## config.mk

```make
export PLATFORM = sky130hd
export DESIGN_NAME = nvmsr_regs
export DESIGN_NICKNAME = d
export VERILOG_FILES = /design/src/hw/nvmsr_pkg.sv /design/src/hw/nvmsr_regs.sv
export SDC_FILE = /design/constraint.sdc
export NUM_CORES = 1
export LEC_CHECK = 0
export BUFFER_PORTS_ARGS = -buffer_cell sky130_fd_sc_hd__buf_2
export CAP_MARGIN = 0
export CORE_MARGIN = 3
export CORE_UTILIZATION = 50
export DETAILED_ROUTE_END_ITERATION = 6
export PLACE_DENSITY = 0.95
export SYNTH_ARGS = -nofsm -noshare
export SYNTH_HDL_FRONTEND = slang
export SYNTH_SLANG_ARGS = --single-unit
```

## constraint.sdc

```tcl
create_clock -name pclk -period 3.6 [get_ports pclk]
set_input_delay 0 -clock pclk [delete_from_list [all_inputs] [get_ports pclk]]
set_output_delay 0 -clock pclk [all_outputs]
set_load 0.01 [all_outputs]
```

## src/hw/nvmsr_pkg.sv

```systemverilog
// package for the nvm status, interrupt, data and address register bank
// assumes an apb slave with 32-bit data, one register per aligned word
//
// Behaviour
// - write-fault bit 2 reads one after a failed memory write
// - fault flagged on mixed-section page load or protected-area write
// - write-fault bit reflects only the latest operation
// - eeprom busy bit 1 is one while eeprom runs a command
// - flash busy bit 0 is one while flash runs a command
// - irq enable bit 0 written one enables eeprom-ready interrupt
// - eeprom-ready request is a level following the ready flag
// - ready flag bit 0 cleared by writing one, zero leaves it
// - once enabled the interrupt requests at once, even without writes; here no request until an eeprom_ready pulse has set the flag
// - data word at 0x06, 16 bits, low byte base, high byte base+1
// - data word supplies value for external port fuse writes
// - address register at 0x08, 16 bits, low byte base, high byte base+1
// - address register holds last updated memory location
// - ready flag set when eeprom becomes ready for new operation
// - request asserted while enable and flag set, until flag cleared
package nvmsr_pkg;
    // printed offsets are not all word multiples: indices, byte addr = 4*index
    localparam logic [3:0] NVMSR_IDX_STATUS = 4'h2;
    localparam logic [3:0] NVMSR_IDX_IRQ_EN = 4'h3;
    localparam logic [3:0] NVMSR_IDX_IRQ_FL = 4'h4;
    localparam logic [3:0] NVMSR_IDX_DATA_LO = 4'h6;
    localparam logic [3:0] NVMSR_IDX_DATA_HI = 4'h7;
    localparam logic [3:0] NVMSR_IDX_ADDR_LO = 4'h8;
    localparam logic [3:0] NVMSR_IDX_ADDR_HI = 4'h9;
    localparam int NVMSR_IDX_LSB = 2;
    localparam int NVMSR_IDX_W = 4;
    localparam int NVMSR_BIT_FLASH_BUSY_FLAG = 0;
    localparam int NVMSR_BIT_EEPROM_BUSY_FLAG = 1;
    localparam int NVMSR_BIT_WFAULT = 2;
    localparam int NVMSR_BIT_READY = 0;
    localparam logic [7:0] NVMSR_RST_BYTE = 8'h00;
    localparam logic [15:0] NVMSR_RST_WORD = 16'h0000;
    localparam logic [31:0] NVMSR_ZERO32 = 32'h0000_0000;

    // events reported by the memory controller core
    typedef struct packed {
        logic flash_busy;     // flash executing a command
        logic eeprom_busy;    // eeprom executing a command
        logic op_done;        // pulse: an operation finished
        logic op_failed;      // with op_done: the operation faulted
        logic eeprom_ready;   // pulse: eeprom ready for new write/erase
        logic addr_upd;       // pulse: a location was updated
        logic [15:0] addr;    // address of that location
    } nvmsr_core_t;
endpackage : nvmsr_pkg

```

## src/hw/nvmsr_regs.sv

```systemverilog
// nvm status, interrupt flag, data word and last-address registers
// assumes apb master on pclk; core events are synchronous to pclk
//
// Design decision made here: the APB interface to the registers.
`timescale 1ns/10ps
module nvmsr_regs
    import nvmsr_pkg::*;
(
    input wire logic pclk,                  // clock
    input wire logic presetn,               // async reset, active low
    input wire logic psel,                  // apb select
    input wire logic penable,               // apb enable
    input wire logic pwrite,                // apb direction
    input wire logic [11:0] paddr,          // apb byte address
    input wire logic [31:0] pwdata,         // apb write data
    input wire logic [3:0] pstrb,           // apb byte strobes
    output logic [31:0] prdata,             // apb read data
    output logic pready,                    // apb ready
    output logic pslverr,                   // apb error, unmapped address
    input wire nvmsr_core_t core_in,        // controller core events
    output logic [15:0] fuse_data,          // value for fuse writes
    output logic irq                        // eeprom-ready request level
);
    // ==========================================
    // bus decode
    logic acc;
    logic wr;
    logic [NVMSR_IDX_W-1:0] idx;
    logic mapped;
    assign acc = psel & penable;
    assign wr = acc & pready_q & pwrite & pstrb[0];
    assign idx = paddr[NVMSR_IDX_LSB +: NVMSR_IDX_W];

    always_comb begin
        if (paddr[1:0] != 2'h0) begin
            mapped = 1'b0;
        end else if (paddr[11:NVMSR_IDX_LSB+NVMSR_IDX_W] != '0) begin
            mapped = 1'b0;
        end else if (idx == NVMSR_IDX_STATUS || idx == NVMSR_IDX_IRQ_EN) begin
            mapped = 1'b1;
        end else if (idx == NVMSR_IDX_IRQ_FL) begin
            mapped = 1'b1;
        end else if (idx == NVMSR_IDX_DATA_LO || idx == NVMSR_IDX_DATA_HI) begin
            mapped = 1'b1;
        end else if (idx == NVMSR_IDX_ADDR_LO || idx == NVMSR_IDX_ADDR_HI) begin
            mapped = 1'b1;
        end else begin
            mapped = 1'b0;
        end
    end

    // ==========================================
    // register state
    logic wfault_q, wfault_d;
    logic ready_q, ready_d;
    logic irq_en_q, irq_en_d;
    logic [15:0] data_q, data_d;
    logic [15:0] addr_q, addr_d;
    logic irq_q, irq_d;
    logic [31:0] prdata_q, prdata_d;
    logic pready_q, pready_d;
    logic pslverr_q, pslverr_d;
    logic [7:0] status_byte;

    always_comb begin
        status_byte = NVMSR_RST_BYTE;
        status_byte[NVMSR_BIT_FLASH_BUSY_FLAG] = core_in.flash_busy;
        status_byte[NVMSR_BIT_EEPROM_BUSY_FLAG] = core_in.eeprom_busy;
        status_byte[NVMSR_BIT_WFAULT] = wfault_q;
    end

    always_comb begin
        wfault_d = wfault_q;
        ready_d = ready_q;
        irq_en_d = irq_en_q;
        data_d = data_q;
        addr_d = addr_q;
        // each finished operation rewrites the fault bit
        if (core_in.op_done) begin
            wfault_d = core_in.op_failed;
        end
        // status writes ignored, no case for it here
        if (wr && mapped) begin
            if (idx == NVMSR_IDX_IRQ_EN) begin
                irq_en_d = pwdata[NVMSR_BIT_READY];
            end else if (idx == NVMSR_IDX_IRQ_FL) begin
                if (pwdata[NVMSR_BIT_READY]) begin
                    ready_d = 1'b0;
                end
            end else if (idx == NVMSR_IDX_DATA_LO) begin
                data_d[7:0] = pwdata[7:0];
            end else if (idx == NVMSR_IDX_DATA_HI) begin
                data_d[15:8] = pwdata[7:0];
            end else if (idx == NVMSR_IDX_ADDR_LO) begin
                addr_d[7:0] = pwdata[7:0];
            end else if (idx == NVMSR_IDX_ADDR_HI) begin
                addr_d[15:8] = pwdata[7:0];
            end
        end
        // hardware set wins over software clear
        if (core_in.eeprom_ready) begin
            ready_d = 1'b1;
        end
        // hardware update wins over software write
        if (core_in.addr_upd) begin
            addr_d = core_in.addr;
        end
        irq_d = irq_en_d & ready_d;
    end

    always_comb begin
        prdata_d = NVMSR_ZERO32;
        pready_d = 1'b0;
        pslverr_d = 1'b0;
        if (psel && !pready_q) begin
            pready_d = 1'b1;
            pslverr_d = ~mapped;
            if (!pwrite) begin
                if (idx == NVMSR_IDX_STATUS) begin
                    prdata_d[7:0] = status_byte;
                end else if (idx == NVMSR_IDX_IRQ_EN) begin
                    prdata_d[NVMSR_BIT_READY] = irq_en_q;
                end else if (idx == NVMSR_IDX_IRQ_FL) begin
                    prdata_d[NVMSR_BIT_READY] = ready_q;
                end else if (idx == NVMSR_IDX_DATA_LO) begin
                    prdata_d[7:0] = data_q[7:0];
                end else if (idx == NVMSR_IDX_DATA_HI) begin
                    prdata_d[7:0] = data_q[15:8];
                end else if (idx == NVMSR_IDX_ADDR_LO) begin
                    prdata_d[7:0] = addr_q[7:0];
                end else if (idx == NVMSR_IDX_ADDR_HI) begin
                    prdata_d[7:0] = addr_q[15:8];
                end
                if (!mapped) begin
                    prdata_d = NVMSR_ZERO32;
                end
            end
        end
    end

    always_ff @(posedge pclk or negedge presetn) begin
        if (!presetn) begin
            wfault_q <= 1'b0;
            ready_q <= 1'b0;
            irq_en_q <= 1'b0;
            data_q <= NVMSR_RST_WORD;
            addr_q <= NVMSR_RST_WORD;
            irq_q <= 1'b0;
            prdata_q <= NVMSR_ZERO32;
            pready_q <= 1'b0;
            pslverr_q <= 1'b0;
        end else begin
            wfault_q <= wfault_d;
            ready_q <= ready_d;
            irq_en_q <= irq_en_d;
            data_q <= data_d;
            addr_q <= addr_d;
            irq_q <= irq_d;
            prdata_q <= prdata_d;
            pready_q <= pready_d;
            pslverr_q <= pslverr_d;
        end
    end

    // write lands only in the access cycle where pready_q is high
    assign prdata = prdata_q;
    assign pready = pready_q;
    assign pslverr = pslverr_q;
    assign fuse_data = data_q;
    assign irq = irq_q;

    // ==========================================
    // checks
    AST_FAULT_TRACKS: assert property (@(posedge pclk) disable iff (!presetn)
        core_in.op_done |=> wfault_q == $past(core_in.op_failed))
        else $error("fault bit not taken from last operation");
    AST_FAULT_READ: assert property (@(posedge pclk) disable iff (!presetn)
        (pready && !pwrite && idx == NVMSR_IDX_STATUS && mapped)
        |-> prdata[NVMSR_BIT_WFAULT] == $past(wfault_q))
        else $error("fault bit read wrong");
    AST_BUSY_READ: assert property (@(posedge pclk) disable iff (!presetn)
        (pready && !pwrite && idx == NVMSR_IDX_STATUS && mapped)
        |-> prdata[1:0] == $past({core_in.eeprom_busy, core_in.flash_busy}))
        else $error("busy bits read wrong");
    AST_IRQ_LEVEL: assert property (@(posedge pclk) disable iff (!presetn)
        ##1 irq == ($past(irq_en_d) && $past(ready_d)))
        else $error("request not enable and flag");
    AST_READY_SET: assert property (@(posedge pclk) disable iff (!presetn)
        core_in.eeprom_ready |=> ready_q)
        else $error("ready flag not set");
    AST_W1C: assert property (@(posedge pclk) disable iff (!presetn)
        (wr && mapped && idx == NVMSR_IDX_IRQ_FL && !pwdata[0] && !core_in.eeprom_ready)
        |=> ready_q == $past(ready_q))
        else $error("zero write changed flag");
    AST_W1C_CLR: assert property (@(posedge pclk) disable iff (!presetn)
        (wr && mapped && idx == NVMSR_IDX_IRQ_FL && pwdata[0] && !core_in.eeprom_ready)
        |=> !ready_q && !irq)
        else $error("one write did not clear flag");
    AST_ENABLE: assert property (@(posedge pclk) disable iff (!presetn)
        (wr && mapped && idx == NVMSR_IDX_IRQ_EN && pwdata[0]) |=> irq_en_q)
        else $error("enable not taken");
    AST_ADDR_UPD: assert property (@(posedge pclk) disable iff (!presetn)
        core_in.addr_upd |=> addr_q == $past(core_in.addr))
        else $error("address not updated");
    AST_PREADY_ONE: assert property (@(posedge pclk) disable iff (!presetn)
        pready |=> !pready)
        else $error("pready held two cycles");
    COV_IRQ: cover property (@(posedge pclk) disable iff (!presetn) $rose(irq));
    COV_FAULT: cover property (@(posedge pclk) disable iff (!presetn) $rose(wfault_q));
    COV_CLR: cover property (@(posedge pclk) disable iff (!presetn) $fell(ready_q));
    COV_ERR: cover property (@(posedge pclk) disable iff (!presetn) pslverr);
    COV_EN: cover property (@(posedge pclk) disable iff (!presetn) $fell(irq_en_q));

    // ==========================================
    // bus protocol checks
    AST_PSLVERR_WITH_PREADY: assert property (@(posedge pclk) disable iff (!presetn)
        pslverr |-> pready)
        else $error("error without ready");

    AST_PRDATA_IDLE: assert property (@(posedge pclk) disable iff (!presetn)
        !pready |-> prdata == NVMSR_ZERO32)
        else $error("read data outside answer");

    AST_PREADY_NEEDS_SEL: assert property (@(posedge pclk) disable iff (!presetn)
        pready |-> $past(psel))
        else $error("ready without select");

    AST_PREADY_SETUP: assert property (@(posedge pclk) disable iff (!presetn)
        (psel && !penable && !pready) |=> pready)
        else $error("no ready after setup");

    AST_UNMAPPED_ERR: assert property (@(posedge pclk) disable iff (!presetn)
        (psel && !penable && !pready && !mapped) |=> pslverr)
        else $error("unmapped access without error");

    AST_MAPPED_OK: assert property (@(posedge pclk) disable iff (!presetn)
        (psel && !penable && !pready && mapped) |=> !pslverr)
        else $error("mapped access with error");

    AST_UNMAPPED_RDATA: assert property (@(posedge pclk) disable iff (!presetn)
        (pready && pslverr) |-> prdata == NVMSR_ZERO32)
        else $error("unmapped read data not zero");

    AST_WRITE_RDATA: assert property (@(posedge pclk) disable iff (!presetn)
        (pready && pwrite) |-> prdata == NVMSR_ZERO32)
        else $error("read data on write");

    // ==========================================
    // read path checks
    AST_STATUS_RSVD: assert property (@(posedge pclk) disable iff (!presetn)
        (pready && !pwrite && idx == NVMSR_IDX_STATUS) |-> prdata[31:3] == '0)
        else $error("status reserved bits set");

    AST_FLAG_RSVD: assert property (@(posedge pclk) disable iff (!presetn)
        (pready && !pwrite && (idx == NVMSR_IDX_IRQ_EN || idx == NVMSR_IDX_IRQ_FL))
        |-> prdata[31:1] == '0)
        else $error("flag reserved bits set");

    AST_BYTE_RSVD: assert property (@(posedge pclk) disable iff (!presetn)
        (pready && !pwrite && mapped) |-> prdata[31:8] == '0)
        else $error("upper read bits set");

    AST_EN_READ: assert property (@(posedge pclk) disable iff (!presetn)
        (pready && !pwrite && mapped && idx == NVMSR_IDX_IRQ_EN)
        |-> prdata[0] == $past(irq_en_q))
        else $error("enable read wrong");

    AST_FL_READ: assert property (@(posedge pclk) disable iff (!presetn)
        (pready && !pwrite && mapped && idx == NVMSR_IDX_IRQ_FL)
        |-> prdata[0] == $past(ready_q))
        else $error("flag read wrong");

    AST_DLO_READ: assert property (@(posedge pclk) disable iff (!presetn)
        (pready && !pwrite && mapped && idx == NVMSR_IDX_DATA_LO)
        |-> prdata[7:0] == $past(data_q[7:0]))
        else $error("data low read wrong");

    AST_DHI_READ: assert property (@(posedge pclk) disable iff (!presetn)
        (pready && !pwrite && mapped && idx == NVMSR_IDX_DATA_HI)
        |-> prdata[7:0] == $past(data_q[15:8]))
        else $error("data high read wrong");

    AST_ALO_READ: assert property (@(posedge pclk) disable iff (!presetn)
        (pready && !pwrite && mapped && idx == NVMSR_IDX_ADDR_LO)
        |-> prdata[7:0] == $past(addr_q[7:0]))
        else $error("address low read wrong");

    AST_AHI_READ: assert property (@(posedge pclk) disable iff (!presetn)
        (pready && !pwrite && mapped && idx == NVMSR_IDX_ADDR_HI)
        |-> prdata[7:0] == $past(addr_q[15:8]))
        else $error("address high read wrong");

    // ==========================================
    // write path checks
    AST_DLO_WRITE: assert property (@(posedge pclk) disable iff (!presetn)
        (wr && mapped && idx == NVMSR_IDX_DATA_LO)
        |=> data_q[7:0] == $past(pwdata[7:0]))
        else $error("data low not written");

    AST_DHI_WRITE: assert property (@(posedge pclk) disable iff (!presetn)
        (wr && mapped && idx == NVMSR_IDX_DATA_HI)
        |=> data_q[15:8] == $past(pwdata[7:0]))
        else $error("data high not written");

    AST_DLO_KEEP_HI: assert property (@(posedge pclk) disable iff (!presetn)
        (wr && mapped && idx == NVMSR_IDX_DATA_LO)
        |=> data_q[15:8] == $past(data_q[15:8]))
        else $error("low write touched high byte");

    AST_ALO_WRITE: assert property (@(posedge pclk) disable iff (!presetn)
        (wr && mapped && idx == NVMSR_IDX_ADDR_LO && !core_in.addr_upd)
        |=> addr_q[7:0] == $past(pwdata[7:0]))
        else $error("address low not written");

    AST_AHI_WRITE: assert property (@(posedge pclk) disable iff (!presetn)
        (wr && mapped && idx == NVMSR_IDX_ADDR_HI && !core_in.addr_upd)
        |=> addr_q[15:8] == $past(pwdata[7:0]))
        else $error("address high not written");

    AST_FUSE_DATA: assert property (@(posedge pclk) disable iff (!presetn)
        fuse_data == data_q)
        else $error("fuse data not data word");

    AST_DATA_HOLD: assert property (@(posedge pclk) disable iff (!presetn)
        !(wr && mapped && (idx == NVMSR_IDX_DATA_LO || idx == NVMSR_IDX_DATA_HI))
        |=> data_q == $past(data_q))
        else $error("data word changed unasked");

    AST_ADDR_HOLD: assert property (@(posedge pclk) disable iff (!presetn)
        (!core_in.addr_upd
        && !(wr && mapped && (idx == NVMSR_IDX_ADDR_LO || idx == NVMSR_IDX_ADDR_HI)))
        |=> addr_q == $past(addr_q))
        else $error("address changed unasked");

    AST_EN_HOLD: assert property (@(posedge pclk) disable iff (!presetn)
        !(wr && mapped && idx == NVMSR_IDX_IRQ_EN) |=> irq_en_q == $past(irq_en_q))
        else $error("enable changed unasked");

    AST_EN_CLEAR: assert property (@(posedge pclk) disable iff (!presetn)
        (wr && mapped && idx == NVMSR_IDX_IRQ_EN && !pwdata[0]) |=> !irq_en_q && !irq)
        else $error("disable not taken");

    // ==========================================
    // flag and request checks
    AST_FAULT_HOLD: assert property (@(posedge pclk) disable iff (!presetn)
        !core_in.op_done |=> wfault_q == $past(wfault_q))
        else $error("fault bit changed without operation");

    AST_READY_HOLD: assert property (@(posedge pclk) disable iff (!presetn)
        (ready_q && !(wr && mapped && idx == NVMSR_IDX_IRQ_FL && pwdata[0])) |=> ready_q)
        else $error("flag lost without clear");

    AST_READY_NO_SELF_SET: assert property (@(posedge pclk) disable iff (!presetn)
        (!ready_q && !core_in.eeprom_ready) |=> !ready_q)
        else $error("flag set without event");

    AST_READY_WINS: assert property (@(posedge pclk) disable iff (!presetn)
        (core_in.eeprom_ready && wr && mapped && idx == NVMSR_IDX_IRQ_FL) |=> ready_q)
        else $error("set lost against clear");

    AST_IRQ_NEEDS_FLAG: assert property (@(posedge pclk) disable iff (!presetn)
        irq |-> ready_q && irq_en_q)
        else $error("request without flag and enable");

    AST_IRQ_FOLLOWS: assert property (@(posedge pclk) disable iff (!presetn)
        (ready_q && irq_en_q) |-> irq)
        else $error("request missing");

endmodule : nvmsr_regs

```

# After elaboration in Yosys (flattened, before gate mapping)
# Cells that the tools add are included.
dict set report op_classes {
  n_bitwise 9
  n_eq_ne 12
  mux 36
  reduce_logical 15
}
# op count
set op_table {}
lappend op_table {{2-to-1 mux 16 bit} 6}
lappend op_table {{2-to-1 mux 8 bit} 11}
lappend op_table {{2-to-1 mux 1 bit} 17}
lappend op_table {{2-to-1 mux 7 bit} 2}
lappend op_table {{equality test 4 x 3 -> 1 bit (second input constant)} 3}
lappend op_table {{inequality test 2 bit (second input constant)} 5}
lappend op_table {{equality test 4 x 2 -> 1 bit (second input constant)} 2}
lappend op_table {{equality test 4 bit (second input constant)} 2}
lappend op_table {{nonzero test 2 bit} 4}
lappend op_table {{AND reduction 7 bit} 1}
lappend op_table {{AND reduction 6 bit} 1}
lappend op_table {{nonzero test 6 bit} 1}
lappend op_table {{AND 1 bit} 5}
lappend op_table {{AND reduction 5 bit} 1}
lappend op_table {{NOT 1 bit} 4}
lappend op_table {{AND reduction 4 bit} 1}
lappend op_table {{logical OR 1 bit} 3}
lappend op_table {{logical AND 1 bit} 2}
lappend op_table {{zero test 1 bit} 1}
dict set report totals {
  out_inout_bits 51
  in_bits 75
  word_cells 83
  ff_bits 70
}

# Longest topological paths before layout
# Gate-level depths: netlist of the first run.
dict set report logic_depth {
  depth_word 12
  depth_mapped 6
  mapped_depth_nobuf 4
}

# Worst setup path before layout of the first run
# OpenSTA, ideal clock, no wires.
dict set report synth_timing {
  path_type {input port to flip-flop}
  startpoint {in paddr[11]}
  endpoint {reg addr_q[10]}
  arrival_ps 1470
  setup_ps 130
  setup_slack_ps 2001
  path_buffers 1
  path_stages 5
  t_required_ps 3470
  path_cell_list {or4_4 > or4_1 > buf_2 > o31ai_1 > a21oi_1}
}
dict set report synth_via {
  elab_chain_len 6
}
# item line_no
set synth_lines {}
lappend synth_lines {{start: declaration} nvmsr_regs.sv:14} ;# input wire logic [11:0] paddr,
lappend synth_lines {{nonzero test 6 bit} nvmsr_regs.sv:37} ;# end else if (paddr[11:NVMSR_IDX_LSB+NVMSR_IDX_W] != '0) begin
lappend synth_lines {{2-to-1 mux 1 bit} nvmsr_regs.sv:37}
lappend synth_lines {{2-to-1 mux 1 bit} nvmsr_regs.sv:35} ;# if (paddr[1:0] != 2'h0) begin
lappend synth_lines {{logical AND 1 bit} nvmsr_regs.sv:83} ;# if (wr && mapped) begin
lappend synth_lines {{nonzero test 2 bit (no source line)} --}
lappend synth_lines {{AND reduction 7 bit (no source line)} --}
lappend synth_lines {{end signal: assignment} nvmsr_regs.sv:157} ;# addr_q <= addr_d;
lappend synth_lines {{end: declaration} nvmsr_regs.sv:58} ;# logic [15:0] addr_q, addr_d;
# No other way between the ends.
# A chain may end at the register's enable or synchronous reset.

# Worst setup path after layout of the first run
dict set report layout_timing {
  startpoint {reg pready_q, in the netlist pready}
  endpoint {reg irq_q, in the netlist irq}
}
dict set report layout_via {
  elab_chain_len 7
  elab_cells_between_ends 8
}
# item line_no
set layout_lines {}
lappend layout_lines {{start: declaration} nvmsr_regs.sv:61} ;# logic pready_q, pready_d;
lappend layout_lines {{start signal: assignment} nvmsr_regs.sv:160} ;# pready_q <= pready_d;
lappend layout_lines {{AND 1 bit (*) (3 in a row)} nvmsr_regs.sv:31} ;# assign wr = acc & pready_q & pwrite & pstrb[0];
lappend layout_lines {{logical AND 1 bit (*)} nvmsr_regs.sv:83}
lappend layout_lines {{2-to-1 mux 1 bit} nvmsr_regs.sv:83}
lappend layout_lines {{2-to-1 mux 1 bit} nvmsr_regs.sv:101} ;# if (core_in.eeprom_ready) begin
lappend layout_lines {{AND 1 bit (*)} nvmsr_regs.sv:108} ;# irq_d = irq_en_d & ready_d;
lappend layout_lines {{via irq_d} nvmsr_regs.sv:59} ;# logic irq_q, irq_d;
lappend layout_lines {{end signal: assignment} nvmsr_regs.sv:158} ;# irq_q <= irq_d;
lappend layout_lines {{end: declaration} nvmsr_regs.sv:59}
# Mark *: on every way through the listed nets, which the timed path passes. The rest lies on a longest branch.

==> results of run 1 <==
## cells by family after synthesis
| logic type | after synthesis | synth area share [%] |
|---|---|---|
| buffers and inverters | 46 | 10.1 |
| muxes | 21 | 8.89 |
| AOI/OAI and AO/OA | 80 | 20.6 |
| and+or+nand+nor | 68 | 16.5 |
| other | 1 | 0.142 |
| DFF | 46 | 43.7 |
## worst reg2reg max path, cell delays in order, from the launching register on
cell and delay [ns]:
sky130_fd_sc_hd__dfrtp_1 0.39, sky130_fd_sc_hd__nand3_1 0.14, sky130_fd_sc_hd__nor4_2 0.94, sky130_fd_sc_hd__nand4_1 0.23
sky130_fd_sc_hd__a21boi_0 0.22
## cells in the mapped netlist, types with 2 or more instances
master                       n  area (sq um)
sky130_fd_sc_hd__a222oi_1    5          50.1
sky130_fd_sc_hd__nand2b_1    2          12.5
sky130_fd_sc_hd__buf_2       2          10.0
sky130_fd_sc_hd__o31a_1      2          17.5
sky130_fd_sc_hd__a22o_1      7          61.3
sky130_fd_sc_hd__o31ai_1     8          60.1
sky130_fd_sc_hd__buf_4      24           180
sky130_fd_sc_hd__a41oi_1     8          70.1
sky130_fd_sc_hd__and3b_1     2          17.5
sky130_fd_sc_hd__mux2i_1     2          20.0
sky130_fd_sc_hd__nor2b_1    19           119
sky130_fd_sc_hd__nor2_1     13          48.8
sky130_fd_sc_hd__nor4_1      2          12.5
sky130_fd_sc_hd__dfrtp_1    46          1150
sky130_fd_sc_hd__nand2_1     5          18.8
sky130_fd_sc_hd__a31oi_1     8          50.1
sky130_fd_sc_hd__o21ai_0    10          50.1
sky130_fd_sc_hd__inv_1       3          11.3
sky130_fd_sc_hd__o32ai_1     3          26.3
sky130_fd_sc_hd__nand3_1     3          15.0
sky130_fd_sc_hd__a21oi_1    25           125
sky130_fd_sc_hd__mux2_2     19           214
sky130_fd_sc_hd__and3_1      3          18.8
sky130_fd_sc_hd__clkbuf_1   17          63.8
sky130_fd_sc_hd__nand4bb_1   2          22.5
sky130_fd_sc_hd__or4_4       2          22.5
sky130_fd_sc_hd__nand4_1     3          18.8
## through the flow
step	hold WS (ns)	util [%]	setup WS (ns)	cell area, sq um	power [uW]
after floorplan	-0.296	-	2.00	2720	656
after global placement	0.207	59.5	1.45	2920	691
after detailed placement	0.220	59.5	1.42	2920	697
after CTS	0.000928	66.9	1.67	3290	1040
after global routing	0.00610	66.9	1.45	3290	1090
final	0.0121	66.9	1.59	3290	1050
## per-layer routing
metal / track usage [%] / wire length [um] / vias to the layer above
met2: 38.4 / 3500 / 166
li1: - / - / 1114
met1: 27.1 / 2700 / 1143
met4: 10.8 / 188 / 0
met5: 0 / 0 / -
met3: 6.88 / 724 / 23
## area by class of cell
class                      count  area (sq um)
clock buffer                   5          68.8
clock inverter                 3          23.8
fill                         382          1620
inverter                       3          11.3
multi-input combinational    193          1310
sequential                    46          1150
tap                           67          83.8
timing repair buffer         101           641
## power breakdown
| group | internal, uW | switching (uW) | leakage [uW] |
|---|---|---|---|
| logic | 74.4 | 94.8 | 0.000932 |
| registers | 535 | 10.7 | 0.000577 |
| clock network | 139 | 193 | 0.0000408 |
## worst paths after layout
kind	from	end	slack [ns]	cells past startpoint
worst max-delay path	pready	irq	1.59	4
worst min-delay path	pwdata[4]	fuse_data[4]	0.01	2
worst max register to register	pready	irq	1.59	4
worst min register to register	addr_q[8]	addr_q[8]	0.54	2
max in group asynchronous	presetn	addr_q[0]	2.59	2
min in group asynchronous	presetn	irq	0.40	2
==> impl_metrics.prom, run 1 <==
# TYPE chip_impl_metric gauge
chip_impl_metric{name="h_tree_levels",unit=""} 2
chip_impl_metric{name="ir_worst_vdd",unit="V"} 0.000230
chip_impl_metric{name="critPathBufInv",unit=""} 0
chip_impl_metric{name="avgSynthCellArea",unit="sq um"} 10.0
chip_impl_metric{name="drive_gt1_share",unit="%"} 31.3
chip_impl_metric{name="synth.yosys.warnings",unit=""} 0
chip_impl_metric{name="yosys.cell_types.count",unit=""} 44
chip_impl_metric{name="vias",unit=""} 2446
chip_impl_metric{name="syn-cell-area",unit="sq mm"} 0.00263
chip_impl_metric{name="max_slew_violation_count",unit=""} 0
chip_impl_info{name="timing.critical_path.cells",value="nand3_1, nor4_2, nand4_1, a21boi_0"} 1
chip_impl_metric{name="detail_route.vias_per_cell",unit=""} 5.85
chip_impl_metric{name="postCtsResizedCells",unit=""} 0
chip_impl_metric{name="grt_remaining_overflow",unit=""} 0
chip_impl_metric{name="crit_path_max_fanout",unit=""} 12
chip_impl_metric{name="grt_pass1_wl",unit="mm"} 11.1
chip_impl_metric{name="clock.fmax",unit="MHz"} 498
chip_impl_info{name="cts-root-buf",value="sky130_fd_sc_hd__clkbuf_8"} 1
chip_impl_metric{name="drt_drc_violations_left",unit=""} 0
chip_impl_metric{name="largest_net_degree_at_the_start_of_global_routing",unit=""} 47
chip_impl_metric{name="port_bufs",unit=""} 74
chip_impl_metric{name="cts.reportedPaths.clkPinSlew",unit="ns"} 0.09
chip_impl_metric{name="rows",unit=""} 25
chip_impl_info{name="type_of_origin_of_the_critical_path",value="register"} 1
chip_impl_metric{name="core_region_area",unit="sq mm"} 0.00491
chip_impl_metric{name="dpl.hpwl",unit="mm"} 4.61
chip_impl_metric{name="die_width",unit="um"} 78.6
chip_impl_metric{name="yosysSeqAreaShare",unit="%"} 43.7
chip_impl_info{name="worstSetupPathType",value="reg -> reg"} 1
chip_impl_info{name="category_of_the_worst_setup_path_capture_point",value="register"} 1
chip_impl_metric{name="detail_route_antenna_nets",unit=""} 0
chip_impl_info{name="critical_path.top_delay_family",value="simple AND/OR/NAND/NOR gates"} 1
chip_impl_metric{name="antenna_found_initial",unit=""} 0
chip_impl_metric{name="timing.final.setup_violations",unit=""} 0
chip_impl_metric{name="worst-endpoint-required",unit="ns"} 3.83
chip_impl_metric{name="cp_data_arrival_time",unit="ns"} 2.23
chip_impl_metric{name="leakagePower",unit="uW"} 0.00155
chip_impl_metric{name="antenna_cells_inserted",unit=""} 0
chip_impl_info{name="slowest_stage",value="sky130_fd_sc_hd__nor4_2"} 1
chip_impl_metric{name="finalWeightedCongestion",unit=""} 0.876
chip_impl_metric{name="slew_headroom",unit="%"} 12.9
chip_impl_metric{name="clock-skew-final",unit="ns"} 0.00957
chip_impl_metric{name="timing.setup.tns",unit="ns"} 0
chip_impl_metric{name="first_global_vias",unit=""} 2322
chip_impl_metric{name="final_min_period_over_clock_period",unit="%"} 55.7
chip_impl_metric{name="synth.ff_latch_count",unit=""} 46
chip_impl_metric{name="power_density",unit="mW/mm^2"} 318
chip_impl_metric{name="report.final.hold_viol_count",unit=""} 0
chip_impl_metric{name="placed_cell_count",unit=""} 383
chip_impl_metric{name="fp.dieH",unit="um"} 78.6
chip_impl_metric{name="initial_utilization",unit="%"} 53.6
chip_impl_info{name="commonest_cells_after_routing_fill_and_taps_aside",value="sky130_fd_sc_hd__buf_2 (74), sky130_fd_sc_hd__dfrtp_1 (46), sky130_fd_sc_hd__dlygate4sd3_1 (27), sky130_fd_sc_hd__a21oi_1 (25), sky130_fd_sc_hd__conb_1 (24)"} 1
chip_impl_metric{name="postCtsSetupRepairBufs",unit=""} 0
chip_impl_metric{name="layout_min_cycle_time",unit="ns"} 2.01
chip_impl_metric{name="max_slew.worst_pin.slew",unit="ns"} 1.30
chip_impl_metric{name="clock_path_buffers",unit=""} 2
chip_impl_metric{name="io_count",unit=""} 126
chip_impl_info{name="most_frequent_standard_cell_in_the_layout_excluding_fill_and_tap_cells",value="sky130_fd_sc_hd__buf_2"} 1
chip_impl_metric{name="synth-edff-count",unit=""} 0
chip_impl_metric{name="drv.max_cap_violation_count",unit=""} 0
chip_impl_metric{name="cts_buffers",unit=""} 5
chip_impl_metric{name="hold_buffers",unit=""} 27
chip_impl_metric{name="finish.net_count",unit=""} 425
chip_impl_info{name="synth_flop_cell",value="sky130_fd_sc_hd__dfrtp_1"} 1
chip_impl_metric{name="route.detailed.wl_per_inst",unit="um"} 17.0
chip_impl_metric{name="post_synth_inst_count",unit=""} 262
chip_impl_metric{name="area.growth.synth_to_final",unit="%"} 24.9
chip_impl_metric{name="finalNonFillerCells",unit=""} 418
chip_impl_metric{name="grt_util_all_layers",unit="%"} 23.0
chip_impl_metric{name="drt-pass1-iter-count",unit=""} 5
chip_impl_metric{name="cts.sink_count",unit=""} 46
chip_impl_metric{name="dr.first_iter.drc_count",unit=""} 243
chip_impl_metric{name="drt-total-wl",unit="mm"} 7.11
chip_impl_metric{name="cp_slowest_stage_delay",unit="ns"} 0.94
chip_impl_info{name="cts_tree",value="built"} 1
chip_impl_metric{name="floorplan.die_area",unit="sq mm"} 0.00617
chip_impl_info{name="grt_setup_unrepaired",value="no"} 1
chip_impl_metric{name="async_flop_share",unit="%"} 100
chip_impl_info{name="worst_hold_path_type",value="in -> reg"} 1
chip_impl_info{name="run_status",value="completed"} 1
chip_impl_metric{name="clock_latency",unit="ns"} 0.31
No activity file was read; power rests on OpenSTA's default activity.
==> run 2, diff against run 1 <==
--- a/config.mk
+++ b/config.mk
@@ -8,9 +8,9 @@
 export BUFFER_PORTS_ARGS = -buffer_cell sky130_fd_sc_hd__buf_2
 export CAP_MARGIN = 0
 export CORE_MARGIN = 3
-export CORE_UTILIZATION = 50
+export CORE_UTILIZATION = 42
 export DETAILED_ROUTE_END_ITERATION = 6
-export PLACE_DENSITY = 0.95
+export PLACE_DENSITY = 0.87
 export SYNTH_ARGS = -nofsm -noshare
 export SYNTH_HDL_FRONTEND = slang
 export SYNTH_SLANG_ARGS = --single-unit
==> constraint.sdc (replaced) <==
create_clock -name pclk -period 1.82 [get_ports pclk]
set_input_delay 0 -clock pclk [delete_from_list [all_inputs] [get_ports pclk]]
set_output_delay 0 -clock pclk [all_outputs]
set_load 0.01 [all_outputs]
==> run 2 against run 1 <==
  * The flow now finishes with violations (negative hold slack)
  * Sequential power increased by 98%
  * First-iteration DRC count decreased by 47%
  * Wire length increased by 4.1%
  * Highest routed layer unchanged
  * Register-to-register slack got worse by 1.4 ns
==> impl_metrics.prom, run 2 (synthesis gave the netlist of run 1 again) <==
# TYPE chip_impl_metric gauge
chip_impl_metric{name="antenna_cells_inserted",unit=""} 0
chip_impl_metric{name="max_slew.worst_pin.slew",unit="ns"} 0.613
chip_impl_metric{name="fp.dieH",unit="um"} 85.2
chip_impl_metric{name="drive_gt1_share",unit="%"} 33.9
chip_impl_metric{name="n_fill_cell",unit=""} 520
chip_impl_metric{name="core_region_area",unit="sq mm"} 0.00599
chip_impl_metric{name="grt_pass1_wl",unit="mm"} 12.0
chip_impl_metric{name="leakagePower",unit="uW"} 0.00164
chip_impl_metric{name="cp_slowest_stage_delay",unit="ns"} 0.49
chip_impl_metric{name="finalPower",unit="uW"} 2340
chip_impl_metric{name="layout_min_cycle_time",unit="ns"} 1.65
chip_impl_info{name="worst_hold_path_type",value="in -> reg"} 1
chip_impl_metric{name="detail_route.vias_per_cell",unit=""} 5.61
chip_impl_metric{name="postCtsSetupRepairBufs",unit=""} 0
chip_impl_metric{name="cts.sink_count",unit=""} 46
chip_impl_metric{name="initial_utilization",unit="%"} 43.9
chip_impl_metric{name="clock.fmax",unit="MHz"} 608
chip_impl_metric{name="detail_route_antenna_nets",unit=""} 0
chip_impl_metric{name="finish.net_count",unit=""} 437
chip_impl_metric{name="h_tree_levels",unit=""} 2
chip_impl_metric{name="clock_path_buffers",unit=""} 2
chip_impl_metric{name="power_density",unit="mW/mm^2"} 680
chip_impl_info{name="route.top_layer_used",value="met4"} 1
chip_impl_metric{name="port_bufs",unit=""} 74
chip_impl_metric{name="finalNonFillerCells",unit=""} 438
chip_impl_metric{name="placed_cell_count",unit=""} 404
chip_impl_metric{name="cp_data_arrival_time",unit="ns"} 1.83
chip_impl_metric{name="report.final.hold_viol_count",unit=""} 1
chip_impl_metric{name="cts_buffers",unit=""} 5
chip_impl_info{name="most_frequent_standard_cell_in_the_layout_excluding_fill_and_tap_cells",value="sky130_fd_sc_hd__buf_2"} 1
chip_impl_metric{name="met3_length",unit="um"} 562
chip_impl_metric{name="timing.setup.tns",unit="ns"} 0
chip_impl_metric{name="timing.hold.ws",unit="ns"} -0.0000407
chip_impl_metric{name="final_cell_area",unit="sq mm"} 0.00344
chip_impl_info{name="run_status",value="complete, but fails checks"} 1
chip_impl_metric{name="max_slew_violation_count",unit=""} 0
chip_impl_metric{name="timing.final.setup_violations",unit=""} 0
chip_impl_metric{name="drv.max_cap_violation_count",unit=""} 0
chip_impl_info{name="category_of_the_worst_setup_path_capture_point",value="register"} 1
chip_impl_info{name="slowest_stage",value="sky130_fd_sc_hd__or4_1"} 1
chip_impl_metric{name="slew_headroom",unit="%"} 59.1
chip_impl_info{name="commonest_cells_after_routing_fill_and_taps_aside",value="sky130_fd_sc_hd__buf_2 (74), sky130_fd_sc_hd__dfrtp_1 (46), sky130_fd_sc_hd__dlygate4sd3_1 (26), sky130_fd_sc_hd__a21oi_1 (25), sky130_fd_sc_hd__conb_1 (24)"} 1
chip_impl_metric{name="largest_net_degree_at_the_start_of_global_routing",unit=""} 33
chip_impl_metric{name="drt-pass1-iter-count",unit=""} 4
chip_impl_info{name="cts_tree",value="built"} 1
chip_impl_info{name="worstSetupPathType",value="reg -> reg"} 1
chip_impl_metric{name="area.growth.synth_to_final",unit="%"} 30.8
chip_impl_metric{name="ir_worst_vdd",unit="V"} 0.000398
chip_impl_metric{name="finalWeightedCongestion",unit=""} 0.875
chip_impl_metric{name="dpl.hpwl",unit="mm"} 5.18
chip_impl_metric{name="met2_wirelength",unit="mm"} 3.82
chip_impl_metric{name="io_count",unit=""} 126
chip_impl_metric{name="drt-total-wl",unit="mm"} 7.40
chip_impl_metric{name="route.detailed.wl_per_inst",unit="um"} 16.9
chip_impl_metric{name="first_global_vias",unit=""} 2532
chip_impl_metric{name="clock-skew-final",unit="ns"} 0.00670
chip_impl_metric{name="cts.reportedPaths.clkPinSlew",unit="ns"} 0.09
chip_impl_info{name="timing.critical_path.cells",value="nand3_1, or4_1, buf_4, o31ai_1, a21oi_1"} 1
chip_impl_metric{name="placedInstanceArea",unit="sq mm"} 0.00304
chip_impl_metric{name="met1Wirelength",unit="mm"} 2.79
chip_impl_metric{name="final_min_period_over_clock_period",unit="%"} 90.4
chip_impl_metric{name="floorplan.die_area",unit="sq mm"} 0.00725
chip_impl_metric{name="vias",unit=""} 2456
chip_impl_info{name="cts-root-buf",value="sky130_fd_sc_hd__clkbuf_8"} 1
chip_impl_metric{name="worst-endpoint-required",unit="ns"} 2.01
chip_impl_metric{name="antenna_found_initial",unit=""} 0
chip_impl_info{name="type_of_origin_of_the_critical_path",value="register"} 1
chip_impl_metric{name="crit_path_max_fanout",unit=""} 8
chip_impl_metric{name="drt_drc_violations_left",unit=""} 0
chip_impl_info{name="violations",value="negative hold slack"} 1
chip_impl_metric{name="die_width",unit="um"} 85.2
chip_impl_metric{name="grt_util_all_layers",unit="%"} 21.0
chip_impl_metric{name="dr.first_iter.drc_count",unit=""} 128
chip_impl_info{name="grt_setup_unrepaired",value="no"} 1
chip_impl_metric{name="clock_latency",unit="ns"} 0.31
chip_impl_metric{name="rows",unit=""} 28
chip_impl_metric{name="grt_remaining_overflow",unit=""} 0
## run 2: cell count changes in the layout (fill, tap and decap cells not counted)
cell and change:
sky130_fd_sc_hd__bufinv_16 +2, sky130_fd_sc_hd__inv_6 -1, sky130_fd_sc_hd__clkinvlp_4 -2, sky130_fd_sc_hd__dlygate4sd3_1 -1
sky130_fd_sc_hd__buf_12 +1, sky130_fd_sc_hd__buf_4 +12, sky130_fd_sc_hd__clkinv_4 +1
## run 2: power breakdown
group          leakage, uW  total (uW)  internal (uW)  switching [uW]
combinational     0.000995         346            155             191
clock            0.0000683         916            550             366
sequential        0.000577        1080           1060            19.1
total              0.00164        2340           1760             576
## run 2: routing by layer
metal,global-route usage [%],vias up
met5,0,-
met1,24.9,1188
li1,-,1135
met2,36.6,109
met4,9.35,0
met3,4.37,24
## run 2: path summary, 6_finish.rpt
path,endpoint,cells after the start,start,slack [ns]
worst min-delay path,fuse_data[5],2,pwdata[5],-0.00004
worst min register to register,fuse_data[0],1,fuse_data[0],0.54
min in group asynchronous,irq_en_q,2,presetn,0.24
worst max-delay path,addr_q[10],5,pready,0.17
max in group asynchronous,addr_q[9],3,presetn,1.05
worst max register to register,addr_q[10],5,pready,0.17
## run 2: critical path: cells and delay by family (launching register included)
family                 cells  cell delay (ns)
buffers and inverters      1             0.19
AND/OR/NAND/NOR            2             0.63
AO/OA/AOI/OAI              2             0.32
flip-flops                 1             0.38
## run 2: what timing repair did
| action | 4_1_cts | 5_1_grt |
|---|---|---|
| hold buffers | 26 | 0 |
| gates resized for setup | 0 | 0 |
| hold endpoints to repair | 52 | 0 |
## run 2: area by class of cell
type | instances | area [sq um] | area share (%)
clock buffers | 5 | 68.8 | 2.00
clock inverters | 3 | 68.8 | 2.00
inverters | 3 | 11.3 | 0.327
multi-input cells | 193 | 1310 | 38.0
flip-flops and latches | 46 | 1150 | 33.4
well taps | 75 | 93.8 | 2.73
repair buffers | 113 | 741 | 21.5
## run 2: per-stage QoR
stage / util [%] / setup slack [ns] / hold slack, ns
global route: 57.5 / 0.0890 / 0.00294
detailed placement: 50.8 / 0.0202 / 0.0415
floorplan: - / 0.221 / -0.296
CTS: 57.5 / 0.156 / 0.0000767
global placement: 50.8 / 0.0287 / 0.0267
finish: 57.5 / 0.174 / -0.0000407
==> run 3, diff against run 2 <==
--- a/config.mk
+++ b/config.mk
@@ -10,6 +10,7 @@
 export CORE_MARGIN = 3
 export CORE_UTILIZATION = 42
 export DETAILED_ROUTE_END_ITERATION = 6
+export GPL_TIMING_DRIVEN = 0
 export PLACE_DENSITY = 0.87
 export SYNTH_ARGS = -nofsm -noshare
 export SYNTH_HDL_FRONTEND = slang
==> run 3 against run 2 <==
  * Largest cell class unchanged
  * Setup slack got worse by 0.060 ns
  * The flow now finishes without violations
  * Maximum frequency decreased by 3.5%
  * Critical endpoint is now ready_q
  * Flip-flop and latch count unchanged
  * Largest power group unchanged
==> impl_metrics.prom, run 3 (synthesis gave the netlist of run 1 again) <==
# TYPE chip_impl_metric gauge
chip_impl_info{name="run_status",value="completed"} 1
chip_impl_metric{name="core_region_area",unit="sq mm"} 0.00599
chip_impl_metric{name="drt-pass1-iter-count",unit=""} 7
chip_impl_info{name="grt_setup_unrepaired",value="no"} 1
chip_impl_metric{name="grt_remaining_overflow",unit=""} 0
chip_impl_metric{name="fp.dieH",unit="um"} 85.2
chip_impl_metric{name="cp_slowest_stage_delay",unit="ns"} 0.41
chip_impl_metric{name="drv.max_cap_violation_count",unit=""} 0
chip_impl_metric{name="placedInstanceArea",unit="sq mm"} 0.00318
chip_impl_metric{name="cts.sink_count",unit=""} 46
chip_impl_metric{name="max_slew_violation_count",unit=""} 0
chip_impl_metric{name="max_slew.worst_pin.slew",unit="ns"} 0.993
chip_impl_metric{name="use_met2",unit="%"} 37.5
chip_impl_info{name="timing.critical_path.cells",value="nand3_1, nor4_2, buf_2, nand2_1, o31a_1"} 1
chip_impl_metric{name="critPathBufInv",unit=""} 1
chip_impl_metric{name="finalWeightedCongestion",unit=""} 0.873
chip_impl_metric{name="h_tree_levels",unit=""} 2
chip_impl_metric{name="placement.setup.worst_slack",unit="ns"} -0.394
chip_impl_metric{name="cp_data_arrival_time",unit="ns"} 1.91
chip_impl_metric{name="largest_net_degree_at_the_start_of_global_routing",unit=""} 47
chip_impl_metric{name="detail_route.vias_per_cell",unit=""} 5.60
chip_impl_metric{name="port_bufs",unit=""} 74
chip_impl_metric{name="ir_worst_vdd",unit="V"} 0.000385
chip_impl_metric{name="post-route-worst-setup-slack",unit="ns"} 0.114
chip_impl_info{name="hold_path_startpoint",value="pwdata[0]"} 1
chip_impl_info{name="category_of_the_worst_setup_path_capture_point",value="register"} 1
chip_impl_metric{name="antenna_found_initial",unit=""} 0
chip_impl_metric{name="initial_utilization",unit="%"} 43.9
chip_impl_metric{name="dr.first_iter.drc_count",unit=""} 302
chip_impl_metric{name="power_density",unit="mW/mm^2"} 594
chip_impl_metric{name="grt_pass1_wl",unit="mm"} 12.4
chip_impl_metric{name="final_cell_area",unit="sq mm"} 0.00356
chip_impl_metric{name="globalRouteMet3Util",unit="%"} 4.66
chip_impl_info{name="commonest_cells_after_routing_fill_and_taps_aside",value="sky130_fd_sc_hd__buf_2 (76), sky130_fd_sc_hd__dfrtp_1 (46), sky130_fd_sc_hd__dlygate4sd3_1 (28), sky130_fd_sc_hd__a21oi_1 (25), sky130_fd_sc_hd__buf_4 (25)"} 1
chip_impl_info{name="worst_hold_path_type",value="in -> reg"} 1
chip_impl_metric{name="first_global_vias",unit=""} 2566
chip_impl_metric{name="final_min_period_over_clock_period",unit="%"} 93.7
chip_impl_info{name="cts_tree",value="built"} 1
chip_impl_metric{name="slew_headroom",unit="%"} 33.8
chip_impl_metric{name="antenna_cells_inserted",unit=""} 0
chip_impl_metric{name="drt-total-wl",unit="mm"} 7.79
chip_impl_info{name="type_of_origin_of_the_critical_path",value="register"} 1
chip_impl_metric{name="drive_gt1_share",unit="%"} 34.6
chip_impl_metric{name="timing.final.setup_violations",unit=""} 0
chip_impl_metric{name="floorplan.die_area",unit="sq mm"} 0.00725
chip_impl_metric{name="grt_util_all_layers",unit="%"} 21.4
chip_impl_metric{name="report.final.hold_viol_count",unit=""} 0
chip_impl_metric{name="n_fill_cell",unit=""} 517
chip_impl_metric{name="crit_path_max_fanout",unit=""} 10
chip_impl_metric{name="drt_drc_violations_left",unit=""} 0
chip_impl_info{name="critical_path.top_delay_family",value="simple AND/OR/NAND/NOR gates"} 1
chip_impl_metric{name="met1_capacity_usage_during_global_routing",unit="%"} 26.8
chip_impl_info{name="most_frequent_standard_cell_in_the_layout_excluding_fill_and_tap_cells",value="sky130_fd_sc_hd__buf_2"} 1
chip_impl_metric{name="leakagePower",unit="uW"} 0.00172
chip_impl_metric{name="area_taken_by_multi_input_logic_gates",unit="sq mm"} 0.00131
chip_impl_metric{name="cts_buffers",unit=""} 5
chip_impl_metric{name="die_width",unit="um"} 85.2
chip_impl_metric{name="worst-endpoint-required",unit="ns"} 2.02
chip_impl_info{name="worstSetupPathType",value="reg -> reg"} 1
chip_impl_metric{name="finish.net_count",unit=""} 470
chip_impl_metric{name="rows",unit=""} 28
chip_impl_metric{name="timing.hold.ws",unit="ns"} 0.0233
chip_impl_metric{name="layout_min_cycle_time",unit="ns"} 1.71
chip_impl_info{name="grt_most_used_layer",value="met2"} 1
chip_impl_metric{name="cts.reportedPaths.clkPinSlew",unit="ns"} 0.09
chip_impl_metric{name="route.detailed.wl_per_inst",unit="um"} 16.5
chip_impl_metric{name="final_core_utilization",unit="%"} 59.5
chip_impl_metric{name="dpl.hpwl",unit="mm"} 5.32
chip_impl_info{name="cts-root-buf",value="sky130_fd_sc_hd__clkbuf_8"} 1
chip_impl_metric{name="vias",unit=""} 2636
chip_impl_info{name="start_of_the_worst_register_to_register_path",value="pready"} 1
chip_impl_metric{name="io_count",unit=""} 126
chip_impl_metric{name="sequential_standard_cell_area",unit="sq mm"} 0.00115
chip_impl_metric{name="area.growth.synth_to_final",unit="%"} 35.4
chip_impl_metric{name="clock_path_buffers",unit=""} 2
chip_impl_metric{name="clock_latency",unit="ns"} 0.31
chip_impl_info{name="slowest_stage",value="sky130_fd_sc_hd__nor4_2"} 1
chip_impl_metric{name="clock-skew-final",unit="ns"} 0.00592
chip_impl_metric{name="detail_route_antenna_nets",unit=""} 0
chip_impl_metric{name="clock.fmax",unit="MHz"} 586
chip_impl_info{name="setup.worst_path.start",value="pready"} 1
run 3: changes by cell type in the layout (fill, tap and decap cells not counted):
cell / change
sky130_fd_sc_hd__buf_4: +13
sky130_fd_sc_hd__clkinv_2: +1
sky130_fd_sc_hd__buf_12: -1
sky130_fd_sc_hd__clkinvlp_4: +1
sky130_fd_sc_hd__bufinv_16: -2
sky130_fd_sc_hd__clkbuf_1: +17
sky130_fd_sc_hd__nor2_2: +1
sky130_fd_sc_hd__dlygate4sd3_1: +2
sky130_fd_sc_hd__nor2_1: -1
sky130_fd_sc_hd__buf_2: +2
sky130_fd_sc_hd__nor3b_2: -1
sky130_fd_sc_hd__nor3b_1: +1
run 3: final cells by class:
cell class | instances | area share [%]
Buffer | 43 | 7.13
Clock buffer | 5 | 1.93
Clock inverter | 3 | 0.597
Inverter | 3 | 0.316
Multi-Input combinational cell | 193 | 36.6
Sequential cell | 46 | 32.3
Tap cell | 75 | 2.63
Timing Repair Buffer | 103 | 18.5
run 3: what timing repair did:
| item | CTS | global route |
|---|---|---|
| pin swaps | 1 | 0 |
| setup endpoints to repair | 8 | 4 |
| hold endpoints to repair | 80 | 0 |
| gates resized for setup | 0 | 1 |
| buffers inserted | 1 | 0 |
| hold buffers | 28 | 0 |
| cloned | 0 | 0 |
run 3: metal layers:
metal  routed length [um]  vias to the layer above
met1                 2910                     1253
met3                  732                       20
met4                  139                        0
met2                 4010                      166
li1                     -                     1197
met5                    0                        -
run 3: report_power, final:
part	switching (uW)	internal [uW]	total, uW
logic	203	188	391
registers	20.3	1060	1080
clock network	377	270	648
run 3: worst paths after layout:
| path | to | slack (ns) | cells past startpoint |
|---|---|---|---|
| max | ready_q | 0.11 | 5 |
| min | fuse_data[8] | 0.02 | 2 |
| max reg2reg | ready_q | 0.11 | 5 |
| min reg2reg | fuse_data[14] | 0.53 | 1 |
| max in group asynchronous | addr_q[9] | 0.82 | 2 |
| min in group asynchronous | irq_en_q | 0.38 | 2 |
run 3: stage by stage:
step	TNS (ns)	power [uW]	instances
4_1_cts	0	2120	471
5_1_grt	0	2210	471
6_report	0	2120	471
3_5_place_dp	-4.54	1430	434
2_1_floorplan	0	1300	285
3_3_place_gp	-3.04	1420	434
